===== src/logic/fwp_defs.svh =====
// constants of the flash write protection block
`ifndef FWP_DEFS_SVH
`define FWP_DEFS_SVH
`define FWP_OTP_BYTES     32'h0000_0400
`define FWP_ARRAY_BYTES   24'h80_0000
`define FWP_BP_BASE_SHIFT 5'h10
`define FWP_REG_STATUS    8'h00
`define FWP_REG_CONFIG    8'h04
`define FWP_REG_LOCK      8'h08
`define FWP_REG_ECC_LO    8'h0C
`define FWP_REG_ECC_HI    8'h10
`define FWP_REG_CLEAR     8'h14
`define FWP_ST_WEL        1
`define FWP_ST_BP_LO      2
`define FWP_ST_EERR       5
`define FWP_ST_PERR       6
`define FWP_ST_STATUS_WRITE_DISABLE       7
`define FWP_CF_FREEZE     0
`define FWP_CF_TBPROT     5
`define FWP_LOCK_RESET    32'hFFFF_FFFF
`define FWP_EDGE_MAX      4'hF
`endif


===== src/logic/fwp_pkg.sv =====
// types of the flash write protection block
`default_nettype none

package fwp_pkg;
    typedef enum logic [4:0] {
        FWP_NO_CMD,
        FWP_WRITE_ENABLE_CMD,
        FWP_WRITE_DISABLE_CMD,
        FWP_WRITE_STATUS_CONFIG_CMD,
        FWP_WRITE_ANY_REG_CMD,
        FWP_PAGE_PROGRAM_CMD,
        FWP_SMALL_SECTOR_ERASE_CMD,
        FWP_SECTOR_ERASE_CMD,
        FWP_BULK_ERASE_CMD,
        FWP_OTP_PROGRAM_CMD,
        FWP_OTP_READ_CMD,
        FWP_SECTOR_PROT_REG_PROGRAM_CMD,
        FWP_PERSIST_BIT_PROGRAM_CMD,
        FWP_PERSIST_BIT_ERASE_CMD,
        FWP_PASSWORD_PROGRAM_CMD,
        FWP_LEARN_PATTERN_PROGRAM_CMD,
        FWP_SOFT_RESET_CMD
    } fwp_cmd_t;

    typedef struct packed {
        fwp_cmd_t    cmd;
        logic [31:0] addr;
        logic [15:0] data;
    } fwp_req_t;

    typedef struct packed {
        logic        valid;
        fwp_cmd_t    cmd;
        logic [31:0] addr;
        logic        eccOn;
    } fwp_go_t;

    typedef struct packed {
        logic        sckS1;
        logic        sckS2;
        logic        sckD;
        logic        csS1;
        logic        csS2;
        logic        csD;
        logic        wpS1;
        logic        wpS2;
        logic [3:0]  edgeCnt;
        logic        write_latch_flag;
        logic [2:0]  bp;
        logic        eerr;
        logic        perr;
        logic        status_write_disable;
        logic        freeze;
        logic        tbprot;
        logic [31:0] lock;
        logic [63:0] sliceDone;
        logic [63:0] eccOff;
        logic [31:0] rdata;
        fwp_go_t     go;
    } fwp_state_t;
endpackage : fwp_pkg

`default_nettype wire


===== src/logic/fwp_write_protect.sv =====
// write protection gate of a serial flash: latch, block range, freeze, pin, otp locks
`timescale 1ns/100ps
`default_nettype none
`include "fwp_defs.svh"

module fwp_write_protect (
    input  wire logic              clk,
    input  wire logic              rst_n,
    input  wire logic              sck,
    input  wire logic              csN,
    input  wire logic              wpN,
    input  wire fwp_pkg::fwp_req_t req,
    input  wire logic              ppbBit,
    input  wire logic              dybBit,
    input  wire logic [7:0]        busAddr,
    input  wire logic [31:0]       busWdata,
    input  wire logic              busWr,
    input  wire logic              busRd,
    output logic [31:0]            busRdata,
    output fwp_pkg::fwp_go_t       opGo
);
    import fwp_pkg::*;

    fwp_state_t st_ff;
    fwp_state_t nxt_st;

    logic        csRise;
    logic        frameOk;
    logic        inRange;
    logic [4:0]  region;
    logic [5:0]  slice;
    logic        lockOk;
    logic [23:0] bpSize;
    logic [23:0] addrLow;
    logic        bpHit;
    logic        secProt;
    logic        wpBlock;
    logic [7:0]  statusByte;
    logic [7:0]  configByte;

    // a frame needs at least one clock edge; a bare select pulse is noise
    assign csRise  = st_ff.csS2 & ~st_ff.csD;
    assign frameOk = csRise & (st_ff.edgeCnt != 4'h0);
    assign inRange = req.addr < `FWP_OTP_BYTES;
    assign region  = req.addr[9:5];
    assign slice   = req.addr[9:4];
    // region zero lower half holds no lock bit of its own
    assign lockOk  = (region == 5'h00) ? (~req.addr[4] | st_ff.lock[0])
                                       : st_ff.lock[region];
    assign bpSize  = 24'h00_0001 << (`FWP_BP_BASE_SHIFT + {2'b00, st_ff.bp});
    assign addrLow = {1'b0, req.addr[22:0]};
    // code 111 gives the full 8MB, so one compare serves every nonzero code
    assign bpHit   = (st_ff.bp != 3'h0) &&
                     (st_ff.tbprot ? (addrLow < bpSize)
                                   : (addrLow >= (`FWP_ARRAY_BYTES - bpSize)));
    assign secProt = bpHit | ~ppbBit | ~dybBit;
    assign wpBlock = ~st_ff.wpS2 & st_ff.status_write_disable;
    assign statusByte = {st_ff.status_write_disable, st_ff.perr, st_ff.eerr, st_ff.bp, st_ff.write_latch_flag, 1'b0};
    assign configByte = {2'b00, st_ff.tbprot, 4'h0, st_ff.freeze};

    always_comb begin
        nxt_st = st_ff;
        nxt_st.sckS1 = sck;
        nxt_st.sckS2 = st_ff.sckS1;
        nxt_st.sckD  = st_ff.sckS2;
        nxt_st.csS1  = csN;
        nxt_st.csS2  = st_ff.csS1;
        nxt_st.csD   = st_ff.csS2;
        nxt_st.wpS1  = wpN;
        nxt_st.wpS2  = st_ff.wpS1;
        nxt_st.go.valid = 1'b0;
        nxt_st.rdata = 32'h0000_0000;
        if (st_ff.csS2) begin
            nxt_st.edgeCnt = 4'h0;
        end else if (st_ff.sckS2 & ~st_ff.sckD & (st_ff.edgeCnt != `FWP_EDGE_MAX)) begin
            nxt_st.edgeCnt = st_ff.edgeCnt + 4'h1;
        end
        // bus clear goes first so a same-cycle error event wins
        if (busWr && (busAddr == `FWP_REG_CLEAR)) begin
            if (busWdata[`FWP_ST_EERR]) begin
                nxt_st.eerr = 1'b0;
            end
            if (busWdata[`FWP_ST_PERR]) begin
                nxt_st.perr = 1'b0;
            end
        end
        if (busRd) begin
            case (busAddr)
                `FWP_REG_STATUS: nxt_st.rdata = {24'h00_0000, statusByte};
                `FWP_REG_CONFIG: nxt_st.rdata = {24'h00_0000, configByte};
                `FWP_REG_LOCK:   nxt_st.rdata = st_ff.lock;
                `FWP_REG_ECC_LO: nxt_st.rdata = st_ff.eccOff[31:0];
                `FWP_REG_ECC_HI: nxt_st.rdata = st_ff.eccOff[63:32];
                default:         nxt_st.rdata = 32'h0000_0000;
            endcase
        end
        if (frameOk) begin
            nxt_st.go.cmd   = req.cmd;
            nxt_st.go.addr  = req.addr;
            nxt_st.go.eccOn = 1'b0;
            case (req.cmd)
                FWP_WRITE_ENABLE_CMD: begin
                    nxt_st.write_latch_flag = 1'b1;
                end
                FWP_WRITE_DISABLE_CMD, FWP_SOFT_RESET_CMD: begin
                    nxt_st.write_latch_flag = 1'b0;
                end
                FWP_OTP_READ_CMD: begin
                    // no range check: the array answers past 1KB with junk
                    nxt_st.go.valid = 1'b1;
                end
                FWP_WRITE_STATUS_CONFIG_CMD, FWP_WRITE_ANY_REG_CMD: begin
                    if (st_ff.write_latch_flag) begin
                        nxt_st.write_latch_flag = 1'b0;
                        if (!wpBlock) begin
                            nxt_st.status_write_disable = req.data[`FWP_ST_STATUS_WRITE_DISABLE];
                            if (!st_ff.freeze) begin
                                nxt_st.bp     = req.data[`FWP_ST_BP_LO +: 3];
                                nxt_st.tbprot = req.data[8 + `FWP_CF_TBPROT];
                            end
                            // freeze only sets; a reset is the only way back
                            nxt_st.freeze = st_ff.freeze | req.data[8 + `FWP_CF_FREEZE];
                        end
                    end
                end
                FWP_PAGE_PROGRAM_CMD, FWP_SMALL_SECTOR_ERASE_CMD,
                FWP_SECTOR_ERASE_CMD, FWP_BULK_ERASE_CMD: begin
                    if (st_ff.write_latch_flag) begin
                        nxt_st.write_latch_flag = 1'b0;
                        // bulk erase is refused while any code is set
                        if (secProt || ((req.cmd == FWP_BULK_ERASE_CMD) && (st_ff.bp != 3'h0))) begin
                            if (req.cmd == FWP_PAGE_PROGRAM_CMD) begin
                                nxt_st.perr = 1'b1;
                            end else begin
                                nxt_st.eerr = 1'b1;
                            end
                        end else begin
                            nxt_st.go.valid = 1'b1;
                        end
                    end
                end
                FWP_OTP_PROGRAM_CMD: begin
                    if (st_ff.write_latch_flag) begin
                        nxt_st.write_latch_flag = 1'b0;
                        if (!inRange) begin
                            nxt_st.write_latch_flag = 1'b0;
                        end else if (st_ff.freeze || !lockOk) begin
                            nxt_st.perr = 1'b1;
                        end else begin
                            nxt_st.go.valid = 1'b1;
                            nxt_st.go.eccOn = ~st_ff.sliceDone[slice];
                            nxt_st.sliceDone[slice] = 1'b1;
                            nxt_st.eccOff[slice] = st_ff.sliceDone[slice];
                            if (req.addr[9:2] == 8'h04) begin
                                nxt_st.lock = st_ff.lock;
                                nxt_st.lock[req.addr[1:0]*8 +: 8] =
                                    st_ff.lock[req.addr[1:0]*8 +: 8] & req.data[7:0];
                            end
                        end
                    end
                end
                FWP_SECTOR_PROT_REG_PROGRAM_CMD, FWP_PERSIST_BIT_PROGRAM_CMD,
                FWP_PERSIST_BIT_ERASE_CMD, FWP_PASSWORD_PROGRAM_CMD,
                FWP_LEARN_PATTERN_PROGRAM_CMD: begin
                    if (st_ff.write_latch_flag) begin
                        nxt_st.write_latch_flag = 1'b0;
                        nxt_st.go.valid = 1'b1;
                    end
                end
                default: begin
                    nxt_st.go.valid = 1'b0;
                end
            endcase
        end
    end

    // nonvolatile bits live in flops here, so reset stands in for power cycling
    always_ff @(posedge clk or negedge rst_n) begin
        if (!rst_n) begin
            st_ff <= '0;
            st_ff.sckS1 <= 1'b0;
            st_ff.csS1  <= 1'b1;
            st_ff.csS2  <= 1'b1;
            st_ff.csD   <= 1'b1;
            st_ff.wpS1  <= 1'b1;
            st_ff.wpS2  <= 1'b1;
            st_ff.lock  <= `FWP_LOCK_RESET;
        end else begin
            st_ff <= nxt_st;
        end
    end

    assign busRdata = st_ff.rdata;
    assign opGo     = st_ff.go;

    a_wel_set_on_enable: assert property (@(posedge clk) disable iff (!rst_n)
        frameOk && req.cmd == FWP_WRITE_ENABLE_CMD |=> st_ff.write_latch_flag)
        else $error("latch not set by write enable");
    a_wel_gate_program: assert property (@(posedge clk) disable iff (!rst_n)
        frameOk && !st_ff.write_latch_flag && req.cmd == FWP_PAGE_PROGRAM_CMD |=> !opGo.valid)
        else $error("program passed with latch clear");
    a_wel_clear_done: assert property (@(posedge clk) disable iff (!rst_n)
        frameOk && st_ff.write_latch_flag && req.cmd == FWP_SECTOR_ERASE_CMD |=> !st_ff.write_latch_flag)
        else $error("latch left set after erase");
    a_otp_range_drop: assert property (@(posedge clk) disable iff (!rst_n)
        frameOk && st_ff.write_latch_flag && req.cmd == FWP_OTP_PROGRAM_CMD && !inRange
        |=> !opGo.valid && !$rose(st_ff.perr))
        else $error("out of range otp program not dropped");
    a_otp_freeze_fail: assert property (@(posedge clk) disable iff (!rst_n)
        frameOk && st_ff.write_latch_flag && req.cmd == FWP_OTP_PROGRAM_CMD && inRange && st_ff.freeze
        |=> st_ff.perr && !opGo.valid)
        else $error("frozen otp program did not fail");
    a_freeze_holds_bp: assert property (@(posedge clk) disable iff (!rst_n)
        st_ff.freeze |=> $stable(st_ff.bp) && $stable(st_ff.tbprot) && st_ff.freeze)
        else $error("block controls moved while frozen");
    a_wp_pin_refuse: assert property (@(posedge clk) disable iff (!rst_n)
        frameOk && wpBlock && req.cmd == FWP_WRITE_STATUS_CONFIG_CMD
        |=> $stable(st_ff.status_write_disable) && $stable(st_ff.bp) && $stable(st_ff.freeze))
        else $error("status write passed under write protect");
    a_protected_erase: assert property (@(posedge clk) disable iff (!rst_n)
        frameOk && st_ff.write_latch_flag && req.cmd == FWP_SECTOR_ERASE_CMD && (!ppbBit || !dybBit)
        |=> st_ff.eerr && !opGo.valid)
        else $error("erase of guarded sector not refused");
    a_ecc_second_off: assert property (@(posedge clk) disable iff (!rst_n)
        frameOk && st_ff.write_latch_flag && req.cmd == FWP_OTP_PROGRAM_CMD && inRange && !st_ff.freeze
        && lockOk && st_ff.sliceDone[slice] |=> opGo.valid && !opGo.eccOn)
        else $error("ecc left on for reprogrammed slice");
    a_top_range_hit: assert property (@(posedge clk) disable iff (!rst_n)
        frameOk && st_ff.write_latch_flag && req.cmd == FWP_PAGE_PROGRAM_CMD && st_ff.bp == 3'h1
        && !st_ff.tbprot && req.addr[22:17] == 6'h3F |=> st_ff.perr && !opGo.valid)
        else $error("top 128KB not guarded by code 001");
endmodule : fwp_write_protect

`default_nettype wire


===== config.mk =====
export PLATFORM = sky130hd
export DESIGN_NAME = fwp_write_protect
export DESIGN_NICKNAME = d
export VERILOG_FILES = /design/src/logic/fwp_pkg.sv /design/src/logic/fwp_write_protect.sv
export VERILOG_INCLUDE_DIRS = /design/src /design/src/logic
export SDC_FILE = /design/constraint.sdc
export NUM_CORES = 1
export LEC_CHECK = 0
export BUFFER_PORTS_ARGS = -buffer_cell sky130_fd_sc_hd__buf_4
export CAP_MARGIN = 5
export CORE_ASPECT_RATIO = 0.9
export CORE_UTILIZATION = 57
export CTS_CLUSTER_DIAMETER = 50
export CTS_CLUSTER_SIZE = 28
export DETAILED_ROUTE_END_ITERATION = 10
export PLACE_DENSITY_LB_ADDON = 0.12
export RECOVER_POWER = 25
export SLEW_MARGIN = 10
export SYNTH_ARGS = -nofsm -noshare
export SYNTH_HDL_FRONTEND = slang
export SYNTH_SLANG_ARGS = --single-unit

===== constraint.sdc =====
create_clock -name clk -period 3.2 [get_ports clk]
set_input_delay 0.32 -clock clk [delete_from_list [all_inputs] [get_ports clk]]
set_output_delay 0.32 -clock clk [all_outputs]
set_load 0.02 [all_outputs]

==> reports/results.ini, run 1 <==
[setup_path]
worstPathCellList = or3b_2 -> ha_1 -> xnor2_1 -> a22o_1 -> ha_1 -> nand4_1 -> a21o_1 -> a31oi_1 -> a211oi_1 -> nor2_1 -> a32o_1
reg2regPathDepth = 11
cp_num_buf_inv = 0
critPathMaxFanout = 6
cp-end-kind = flop
cp_top_family = compound AO/OA/AOI/OAI gates
worst_path_largest_cell_delay_ps = 520
worst_path_max_delay_cell = sky130_fd_sc_hd__or3b_2
cp_common_cell = sky130_fd_sc_hd__ha_1
crit_type = reg2reg
arrival_ps = 3430
cell_depth_of_the_worst_setup_path = 11
required_worst_endpoint_ps = 3620
critPathLaunchType = flop

[drt]
drt_first_pass_iters = 7
post_route_drc = 0
drtIter0Drc = 762
num_vias = 8979
vias_per_cell = 6.10
ant_nets = 0
routed_wirelength_mm = 32.5
post_drt_wl_per_cell_um = 22.1

[cts]
cts.path.max_buffers = 3
clock_tree.root_cell = sky130_fd_sc_hd__clkbuf_16
clkTransAtPathRegs_ps = 70
ctsHtreeMaxLevel = 1
cts-resized-gates = 0
cts_hold_buffers = 7
cts_buffers = 25
post-cts-setup-buffers = 0
clock_latency_ps = 550
cts_tree = yes
clock_sinks = 252

[job]
drv_cap = 1

[grt]
grt.overflow.total = 0
grt_max_degree = 77
antenna_violations_before_repair = 1
number_of_global_route_vias_before_repair = 8987
grt_pass1_wl_mm = 51.3
global_route.usage.total_pct = 29.9

[timing]
post-route-min-period_ps = 3010
tightest_slew_ps = 1820
timing.final.hold_violations = 0
report.final.setup_viol = 0
final.setup.tns_ps = 0
hold-worst-slack_ps = 18.1
drv_slew = 72
fin_crit_sh_pct = 94.1
peak_clock_frequency_supported_by_timing_ghz = 0.332
unrepaired_setup_endpoints_after_global_routing = no
final_worst_clock_skew_ps = 16.9
headroom_to_the_max_slew_limit_pct = -21.4

[synth]
post_synth_edffs = 0
synthesis.instances = 1079
syn_avg_cell_area_sq_um = 11.6
register_area_share_after_synthesis_pct = 50.7
post_synth_instance_area_sq_mm = 0.0125
ys_warn_count = 0
mappedNetlistNets = 1202
ys.flop_type = sky130_fd_sc_hd__dfrtp_1
ys_seq_elements = 252
ys_async_sr_fraction_pct = 100
synth_cell_type_count = 67

[floorplan]
die_w_um = 158
dieArea_sq_mm = 0.0226
core_region_sq_mm = 0.0216
num_io_pins = 173
rows = 51
initial_utilization_pct = 58.1
die_h_um = 143

[place]
post_dp_cell_area_sq_mm = 0.0135
place.port_buffers = 136
finalWeightedCongestion = 0.873
dp_hpwl_mm = 22.5

[finish]
final_nets = 1285
fin_area_sq_mm = 0.0145
syn2layout_area_growth_pct = 16.0
fraction_of_final_layout_cells_with_drive_strength_greater_than_1_pct = 41.1
fillerInstances = 1665
commonest_non_fill_non_tap_cells_in_the_layout = sky130_fd_sc_hd__dfrtp_1, sky130_fd_sc_hd__buf_4, sky130_fd_sc_hd__mux2_2
layout_commonest_cell = sky130_fd_sc_hd__dfrtp_1

[worst_hold_path]
hold_path.class = in2reg
holdPathStages = 2

[power]
power-per-cell-area_mw_per_mm2 = 530
worst_ir_drop_vdd_uv = 524
leak_pwr_nw = 6.77
post-layout-total-power_mw = 7.71

[run_status]
violations_in_the_final_reports = capacitance limit, slew limit
outcome = finished, violations left

==> power breakdown <==
group          internal [mW]  total (mW)  switching [mW]
sequential              3.37        3.46          0.0908
combinational          0.468        1.04           0.569
clock                   1.86        3.21            1.35
==> worst register-to-register path, cell delays in order (launching register included) <==
cell and delay, ps:
sky130_fd_sc_hd__dfrtp_1 420, sky130_fd_sc_hd__or3b_2 520, sky130_fd_sc_hd__ha_1 290, sky130_fd_sc_hd__xnor2_1 160, sky130_fd_sc_hd__a22o_1 220, sky130_fd_sc_hd__ha_1 310, sky130_fd_sc_hd__nand4_1 100, sky130_fd_sc_hd__a21o_1 90
sky130_fd_sc_hd__a31oi_1 110, sky130_fd_sc_hd__a211oi_1 290, sky130_fd_sc_hd__nor2_1 120, sky130_fd_sc_hd__a32o_1 260
==> stage by stage <==
stage	std cells	util [%]	worst slack (ps)
finish	1473	67.4	189
global route	1472	67.4	41.6
CTS	1472	67.4	193
detailed placement	1419	62.8	55.4
global placement	1419	62.8	98.7
floorplan	1079	-	265
==> cells by family after synthesis <==
kind of cell | count (synthesis) | share of synthesized area, %
and+or+nand+nor | 307 | 12.6
DFF | 252 | 50.7
AOI/OAI and AO/OA | 188 | 11.3
buffers and inverters | 153 | 7.45
muxes | 153 | 15.5
adders and majority gates | 21 | 2.10
xor gates and xnor gates | 5 | 0.350
==> synthesized netlist by cell type, types with 6 or more instances <==
library cell               number  area share (%)
sky130_fd_sc_hd__nand3_1       10            0.40
sky130_fd_sc_hd__o21ai_0       32             1.3
sky130_fd_sc_hd__dfrtp_1      215              43
sky130_fd_sc_hd__a222oi_1      10            0.80
sky130_fd_sc_hd__nand2b_1       7            0.35
sky130_fd_sc_hd__mux2i_1       16             1.3
sky130_fd_sc_hd__mux4_2        17             3.1
sky130_fd_sc_hd__o22ai_1        6            0.30
sky130_fd_sc_hd__buf_2         13            0.52
sky130_fd_sc_hd__nor4_1        13            0.65
sky130_fd_sc_hd__nor2b_1        6            0.30
sky130_fd_sc_hd__buf_4         73             4.4
sky130_fd_sc_hd__ha_1          21             2.1
sky130_fd_sc_hd__mux2_2       113              10
sky130_fd_sc_hd__dfstp_2       37             7.8
sky130_fd_sc_hd__nand4_1        7            0.35
sky130_fd_sc_hd__inv_1         12            0.36
sky130_fd_sc_hd__o41ai_1       24             1.7
sky130_fd_sc_hd__nand2_1       52             1.6
sky130_fd_sc_hd__buf_6          7            0.63
sky130_fd_sc_hd__clkbuf_1      41             1.2
sky130_fd_sc_hd__nand3b_1      11            0.66
sky130_fd_sc_hd__a21oi_1       41             1.6
sky130_fd_sc_hd__nor2_1       102             3.1
sky130_fd_sc_hd__o41ai_2        8             1.0
sky130_fd_sc_hd__or2_2         60             3.0
sky130_fd_sc_hd__a22oi_1       24             1.4
==> worst paths after layout <==
kind                        startpoint  slack (ps)     endpoint
hold reg to reg            nxt_st[250]         350  nxt_st[249]
setup / recovery            st_ff[238]         190   st_ff[235]
setup reg to reg            st_ff[238]         190   st_ff[235]
hold / removal                 req[31]          20     opGo[16]
max in group asynchronous        rst_n         960    async pin
min in group asynchronous        rst_n         820     opGo[15]
==> metal layers <==
metal	part of all wire [%]	routed length [um]	vias to the layer above	global-route usage (%)
li1	-	-	3999	-
met1	44	14400	4584	43.2
met2	46	14900	351	46.0
met3	8.2	2680	45	6.80
met4	1.6	518	0	6.98
met5	0	0	-	0
==> area by class of cell <==
type	instances	area, sq um	share of cell area, %
repair buffers	196	1560	10.7
clock buffers	33	748	5.15
clock inverters	13	175	1.21
well taps	291	364	2.51
inverters	13	48.8	0.336
multi-input cells	674	5280	36.3
diodes	1	2.50	0.0172
flip-flops and latches	252	6350	43.7
Note: power is estimated with default switching activity, not from simulation.
==> run 2: changes to the inputs <==
==> constraint.sdc (replaced) <==
create_clock -name clk -period 3.2 [get_ports clk]
set_input_delay 0.48 -clock clk [delete_from_list [all_inputs] [get_ports clk]]
set_output_delay 0.48 -clock clk [all_outputs]
set_load 0.02 [all_outputs]
==> run 2 against run 1 <==
Compared with the run above:
- the flow still finishes with violations (capacitance limit, slew limit)
- sequential power hardly changed
- first-iteration DRC count is 0.39% higher
- clock-buffer cell count is 5 lower
- critical endpoint is now st_ff[145]
- largest power group unchanged
==> reports/results.ini, run 2 (same netlist as run 1, synthesis figures left out) <==
[worst_hold_path]
hold_path.class = in2reg  ; unchanged

[setup_path]
rrSetupSlack_ps = 130  ; was 190 ps
worst_path_max_delay_cell = sky130_fd_sc_hd__o41ai_2  ; was sky130_fd_sc_hd__or3b_2
cp-end-kind = flop  ; unchanged
critPathMaxFanout = 8  ; was 6
required_worst_endpoint_ps = 3620  ; about the same
critPathLaunchType = flop  ; unchanged
arrival_ps = 3490  ; was 3430 ps
worstPathCellList = mux4_2 -> nand2b_1 -> o311ai_4 -> o41ai_2 -> nor2_1 -> or2_2  ; was or3b_2 -> ha_1 -> xnor2_1 -> a22o_1 -> ha_1 -> nand4_1 -> a21o_1 -> a31oi_1 -> a211oi_1 -> nor2_1 -> a32o_1
crit_type = reg2reg  ; unchanged
worst_path_largest_cell_delay_ps = 1170  ; was 520 ps

[grt]
global_route.usage.total_pct = 30.2  ; was 29.9%
grt_max_degree = 91  ; was 77
antenna_violations_before_repair = 0  ; was 1
number_of_global_route_vias_before_repair = 8866  ; was 8,987
grt_pass1_wl_mm = 51.1  ; was 51.3 mm
grt.overflow.total = 0  ; unchanged

[timing]
peak_clock_frequency_supported_by_timing_ghz = 0.325  ; was 0.332 GHz
unrepaired_setup_endpoints_after_global_routing = no  ; unchanged
final_worst_clock_skew_ps = 18.6  ; was 16.9 ps
headroom_to_the_max_slew_limit_pct = -19.6  ; was -21.4%
timing.final.hold_violations = 0  ; unchanged
report.final.setup_viol = 0  ; unchanged
drv_slew = 68  ; was 72
final.setup.tns_ps = 0  ; unchanged
post-route-min-period_ps = 3070  ; was 3010 ps
fin_crit_sh_pct = 96.0  ; was 94.1%
tightest_slew_ps = 1790  ; was 1820 ps

[job]
drv_cap = 1  ; unchanged

[finish]
antennaDiodeCount = 0  ; was 1
final_nets = 1288  ; was 1,285
layoutNonFillerInstCount = 1474  ; was 1,473
commonest_non_fill_non_tap_cells_in_the_layout = sky130_fd_sc_hd__dfrtp_1, sky130_fd_sc_hd__buf_4, sky130_fd_sc_hd__mux2_2  ; unchanged
fraction_of_final_layout_cells_with_drive_strength_greater_than_1_pct = 41.7  ; was 41.1%
layout_commonest_cell = sky130_fd_sc_hd__dfrtp_1  ; unchanged
syn2layout_area_growth_pct = 16.1  ; was 16.0%

[drt]
post_route_drc = 0  ; unchanged
drtIter0Drc = 765  ; was 762
routed_wirelength_mm = 32.7  ; was 32.5 mm
drt_first_pass_iters = 5  ; was 7
ant_nets = 0  ; unchanged
vias_per_cell = 6.10  ; about the same
post_drt_wl_per_cell_um = 22.2  ; was 22.1 um
num_vias = 8991  ; was 8,979

[floorplan]
core_region_sq_mm = 0.0216  ; unchanged
num_io_pins = 173  ; unchanged
rows = 51  ; unchanged
dieArea_sq_mm = 0.0226  ; unchanged
die_h_um = 143  ; unchanged
initial_utilization_pct = 58.1  ; unchanged
die_w_um = 158  ; unchanged

[cts]
cts_buffers = 25  ; unchanged
clock_tree.root_cell = sky130_fd_sc_hd__clkbuf_16  ; unchanged
clock_latency_ps = 540  ; was 550 ps
cts_tree = yes  ; unchanged
cts.path.max_buffers = 3  ; unchanged
clkTransAtPathRegs_ps = 80  ; was 70 ps
ctsHtreeMaxLevel = 1  ; unchanged
clock_sinks = 252  ; unchanged
cts-resized-gates = 0  ; unchanged

[place]
dp_hpwl_mm = 23.2  ; was 22.5 mm
place.port_buffers = 136  ; unchanged
finalWeightedCongestion = 0.904  ; was 0.873
dpl.cell_count = 1428  ; was 1,419

[power]
power-per-cell-area_mw_per_mm2 = 523  ; was 530 mW/mm^2
leak_pwr_nw = 6.78  ; was 6.77 nW
worst_ir_drop_vdd_uv = 340  ; was 524 uV

[run_status]
outcome = finished, violations left  ; unchanged
violations_in_the_final_reports = capacitance limit, slew limit  ; unchanged

-- run 2: cell types whose count changed in the layout (fill, tap and decap cells not counted), sizes merged --
cell,previous run,this run
bufinv,2,1
dlygate4sd3,7,1
clkinv,7,11
clkbuf,37,33
inv,17,18
diode,1,0
buf,185,193
-- run 2: worst paths after layout --
kind                                   from            to  depth (start not counted)
worst max register to register         flop    st_ff[145]                          6
worst min register to register  nxt_st[250]   nxt_st[249]                          0
worst max-delay path                   flop    st_ff[145]                          6
worst min-delay path                    csN   nxt_st[247]                          1
min in group asynchronous             rst_n      opGo[15]                          2
max in group asynchronous             rst_n  busRdata[22]                          3
-- run 2: per-stage QoR --
stage / utilization, % / worst slack, ps / hold WS [ps] / area [sq um] / power [mW]
2_1_floorplan: - / 265 / 184 / 12500 / 4.30
3_3_place_gp: 63.3 / 23.7 / 334 / 13600 / 4.55
3_5_place_dp: 63.3 / -62.4 / 343 / 13600 / 4.58
4_1_cts: 67.4 / 200 / 40.3 / 14500 / 7.65
5_1_grt: 67.4 / 61.1 / 37.8 / 14500 / 7.87
6_report: 67.4 / 127 / 48.7 / 14500 / 7.60
-- run 2: power by group --
group          leakage, nW  internal (mW)  total [mW]  switching, mW
Sequential            3.30           3.37        3.46         0.0921
Clock                0.435           1.67        3.09           1.42
Combinational         3.04          0.477        1.05          0.570
-- run 2: worst max-delay path: cells and delay by family (launching register included) --
family	cells	cell delay, ps
compound gates	2	1370
simple gates	3	680
mux	1	490
flops	1	410
-- run 2: final cells by class --
class	count	area (sq um)
Sequential cell	252	6350
Timing Repair Buffer	199	1600
Inverter	13	48.8
Multi-Input combinational cell	674	5280
Clock inverter	17	220
Clock buffer	28	668
Fill cell	1687	7030
Tap cell	291	364
-- run 2: routing by layer --
metal / up-vias / part of all wire (%) / GRT usage (%)
li1: 4031 / - / -
met1: 4521 / 45 / 44.9
met2: 359 / 44 / 44.4
met3: 80 / 7.8 / 5.89
met4: 0 / 3.0 / 9.82
met5: - / 0 / 0
-- run 2: timing repair --
item                                    4_1_cts  5_1_grt
hold endpoints to repair                     45        0
hold buffers                                  1        0
buffers inserted                              0        0
endpoints found under the setup margin        0        0
==> run 3: changes to the inputs <==
- CELL_PAD_IN_SITES_DETAIL_PLACEMENT: default -> 1
- CELL_PAD_IN_SITES_GLOBAL_PLACEMENT: default -> 2
- CORE_UTILIZATION: 57 -> 38
==> run 3 against run 2 <==
Compared with the run above:
- the run ends with DRC, capacitance limit, slew limit left
- sequential share of layout area shrank 1.5 points
- sequential cell count is the same
- maximum frequency grew 0.20%
- clock power grew 21%
- cell area grew 3.6%
- hold slack gained 12 ps
- die area grew 49%
- clock-buffer cell count grew 11
- global-route usage shrank 6.3 points
- setup slack gained 6.0 ps
- register-to-register slack is essentially flat
- critical path type unchanged
- largest cell class unchanged
- largest power group is now clock
==> reports/results.ini, run 3 (same netlist as run 1, synthesis figures left out) <==
[run_status]
outcome = finished, violations left  ; unchanged
violations_in_the_final_reports = DRC, capacitance limit, slew limit  ; was capacitance limit, slew limit

[worst_hold_path]
hold_path.class = in2reg  ; unchanged
worstHoldEndpoint = nxt_st[247]  ; unchanged
holdPathStages = 1  ; unchanged
worstHoldStart = csN  ; unchanged

[timing]
drv_slew = 65  ; was 68
post-route-min-period_ps = 3070  ; about the same
headroom_to_the_max_slew_limit_pct = -25.2  ; was -19.6%
report.final.setup_viol = 0  ; unchanged
postLayoutSetupSlackWorst_ps = 133  ; was 127 ps
final.setup.tns_ps = 0  ; unchanged
unrepaired_setup_endpoints_after_global_routing = no  ; unchanged
final_worst_clock_skew_ps = 19.7  ; was 18.6 ps
tightest_slew_ps = 1880  ; was 1790 ps
fin_crit_sh_pct = 95.8  ; was 96.0%
peak_clock_frequency_supported_by_timing_ghz = 0.326  ; was 0.325 GHz
timing.final.hold_violations = 0  ; unchanged

[finish]
final_nets = 1306  ; was 1,288
fraction_of_final_layout_cells_with_drive_strength_greater_than_1_pct = 43.0  ; was 41.7%
commonest_non_fill_non_tap_cells_in_the_layout = sky130_fd_sc_hd__dfrtp_1, sky130_fd_sc_hd__buf_4, sky130_fd_sc_hd__mux2_2  ; unchanged
layout_commonest_cell = sky130_fd_sc_hd__dfrtp_1  ; unchanged
syn2layout_area_growth_pct = 20.2  ; was 16.1%

[floorplan]
die_h_um = 174  ; was 143 um
die_w_um = 193  ; was 158 um
rows = 62  ; was 51
dieArea_sq_mm = 0.0337  ; was 0.0226 sq mm
core_region_sq_mm = 0.0322  ; was 0.0216 sq mm
initial_utilization_pct = 38.9  ; was 58.1%
num_io_pins = 173  ; unchanged

[drt]
post_drt_wl_per_cell_um = 24.0  ; was 22.2 um
drtIter0Drc = 617  ; was 765
post_route_drc = 14  ; was 0
ant_nets = 0  ; unchanged
routed_wirelength_mm = 39.0  ; was 32.7 mm
vias_per_cell = 5.55  ; was 6.10
num_vias = 9019  ; was 8,991
drt_first_pass_iters = 7  ; was 5

[cts]
clock_latency_ps = 520  ; was 540 ps
clock_sinks = 252  ; unchanged
cts_buffers = 34  ; was 25
clkTransAtPathRegs_ps = 60  ; was 80 ps
cts.path.max_buffers = 3  ; unchanged
ctsHtreeMaxLevel = 2  ; was 1
post-cts-setup-buffers = 0  ; unchanged
cts_tree = yes  ; unchanged
clock_tree.root_cell = sky130_fd_sc_hd__clkbuf_16  ; unchanged

[setup_path]
reg2regPathDepth = 12  ; was 6
critPathMaxFanout = 6  ; was 8
reg2reg_from = st_ff[238]
worst_path_largest_cell_delay_ps = 520  ; was 1170 ps
critical_path.reg2reg.endpoint = st_ff[234]  ; was st_ff[145]
critPathLaunchType = flop  ; unchanged
cp_top_family = compound AO/OA/AOI/OAI gates  ; unchanged
cp_num_buf_inv = 1  ; was 0
worstPathCellList = or3b_2 -> ha_2 -> xnor2_1 -> a22o_1 -> ha_1 -> nand4_1 -> a21o_1 -> a31oi_1 -> a211oi_2 -> buf_4 -> nor2_1 -> a211o_1  ; was mux4_2 -> nand2b_1 -> o311ai_4 -> o41ai_2 -> nor2_1 -> or2_2
crit_type = reg2reg  ; unchanged
worst_path_max_delay_cell = sky130_fd_sc_hd__or3b_2  ; was sky130_fd_sc_hd__o41ai_2
arrival_ps = 3460  ; was 3490 ps
rrSetupSlack_ps = 130  ; about the same
cp-end-kind = flop  ; unchanged
required_worst_endpoint_ps = 3590  ; was 3620 ps

[place]
place.port_buffers = 136  ; unchanged
preCtsSetupSlack_ps = -35.4  ; was -62.4 ps
finalWeightedCongestion = 0.819  ; was 0.904
dp_hpwl_mm = 27.9  ; was 23.2 mm

[power]
worst_ir_drop_vdd_uv = 275  ; was 340 uV
switching_power_mw = 2.25  ; was 2.08 mW
power-per-cell-area_mw_per_mm2 = 549  ; was 523 mW/mm^2
leak_pwr_nw = 6.95  ; was 6.78 nW
power_frac_seq_pct = 42.0  ; was 45.6%
swShare_pct = 27.2  ; was 27.4%
share_of_total_power_in_the_clock_network_pct = 45.1  ; was 40.7%
post-layout-total-power_mw = 8.27  ; was 7.60 mW
logic_pwr_share_pct = 12.9  ; was 13.8%
p_int_mw = 6.01  ; was 5.52 mW

[job]
drv_cap = 1  ; unchanged

[grt]
grt_pass1_wl_mm = 61.0  ; was 51.1 mm
grt.overflow.total = 0  ; unchanged
number_of_global_route_vias_before_repair = 9574  ; was 8,866
global_route.usage.total_pct = 23.9  ; was 30.2%
grt_max_degree = 71  ; was 91
antenna_violations_before_repair = 0  ; unchanged

-- run 3: changes by cell type in the layout (fill, tap and decap cells not counted), sizes merged --
cell | previous run | this run
buf | 193 | 203
clkbuf | 33 | 43
clkinvlp | 0 | 3
clkinv | 11 | 12
diode | 0 | 1
inv | 18 | 19
-- run 3: worst reg2reg max path, stage by stage, from the launching register on --
cell and delay (ps):
sky130_fd_sc_hd__dfrtp_1 430, sky130_fd_sc_hd__or3b_2 520, sky130_fd_sc_hd__ha_2 250, sky130_fd_sc_hd__xnor2_1 140, sky130_fd_sc_hd__a22o_1 210, sky130_fd_sc_hd__ha_1 310
sky130_fd_sc_hd__nand4_1 150, sky130_fd_sc_hd__a21o_1 110, sky130_fd_sc_hd__a31oi_1 90, sky130_fd_sc_hd__a211oi_2 260, sky130_fd_sc_hd__buf_4 170, sky130_fd_sc_hd__nor2_1 50
sky130_fd_sc_hd__a211o_1 260
-- run 3: power groups by stage --
stage               registers [mW]  clock network (mW)  logic, mW
floorplan                     3.50                   0      0.800
global placement              3.52                   0       1.06
detailed placement            3.53                   0       1.08
CTS                           3.47                3.83       1.08
global route                  3.49                3.94       1.13
finish                        3.47                3.73       1.06
-- run 3: through the flow --
step | instance area, sq um | utilization (%) | instances | hold WS, ps
finish | 15100 | 46.8 | 1625 | 60.3
floorplan | 12500 | - | 1079 | 184
CTS | 15100 | 46.8 | 1624 | 36.2
global route | 15100 | 46.8 | 1624 | 42.8
detailed placement | 13900 | 43.3 | 1562 | 338
global placement | 13900 | 43.3 | 1562 | 334
-- run 3: metal layers --
metal	track usage, %	share of wire [%]	vias up	wire length (um)
met1	36.3	49	4692	19000
met4	5.80	1.9	0	722
met5	0	0	-	0
met3	3.28	4.7	57	1840
met2	35.7	45	207	17400
li1	-	-	4063	-
-- run 3: how the worst max path moves through the flow --
stage	from	end	slack (ps)	cells after the start
6_report	st_ff[238]	st_ff[234]	130	12
5_1_grt	st_ff[238]	st_ff[235]	10	12
4_1_cts	st_ff[238]	st_ff[234]	50	12
3_5_place_dp	st_ff[238]	st_ff[234]	-40	12
3_3_place_gp	st_ff[238]	st_ff[234]	-20	12
2_1_floorplan	st_ff[236]	st_ff[234]	270	13
-- run 3: timing repair --
action | in CTS | in global routing
resized for setup | 1 | 1
setup endpoints to repair | 2 | 3
hold buffers | 1 | 0
hold endpoints to repair | 60 | 0
-- run 3: cell type report --
| cell class | instances | area (sq um) |
|---|---|---|
| antenna | 1 | 2.50 |
| clock buffer | 39 | 900 |
| timing repair buffer | 208 | 1750 |
| inverter | 13 | 48.8 |
| clock inverter | 22 | 206 |
| sequential | 252 | 6350 |
| multi-input combinational | 674 | 5280 |
| tap | 416 | 520 |
| fill | 3397 | 17100 |
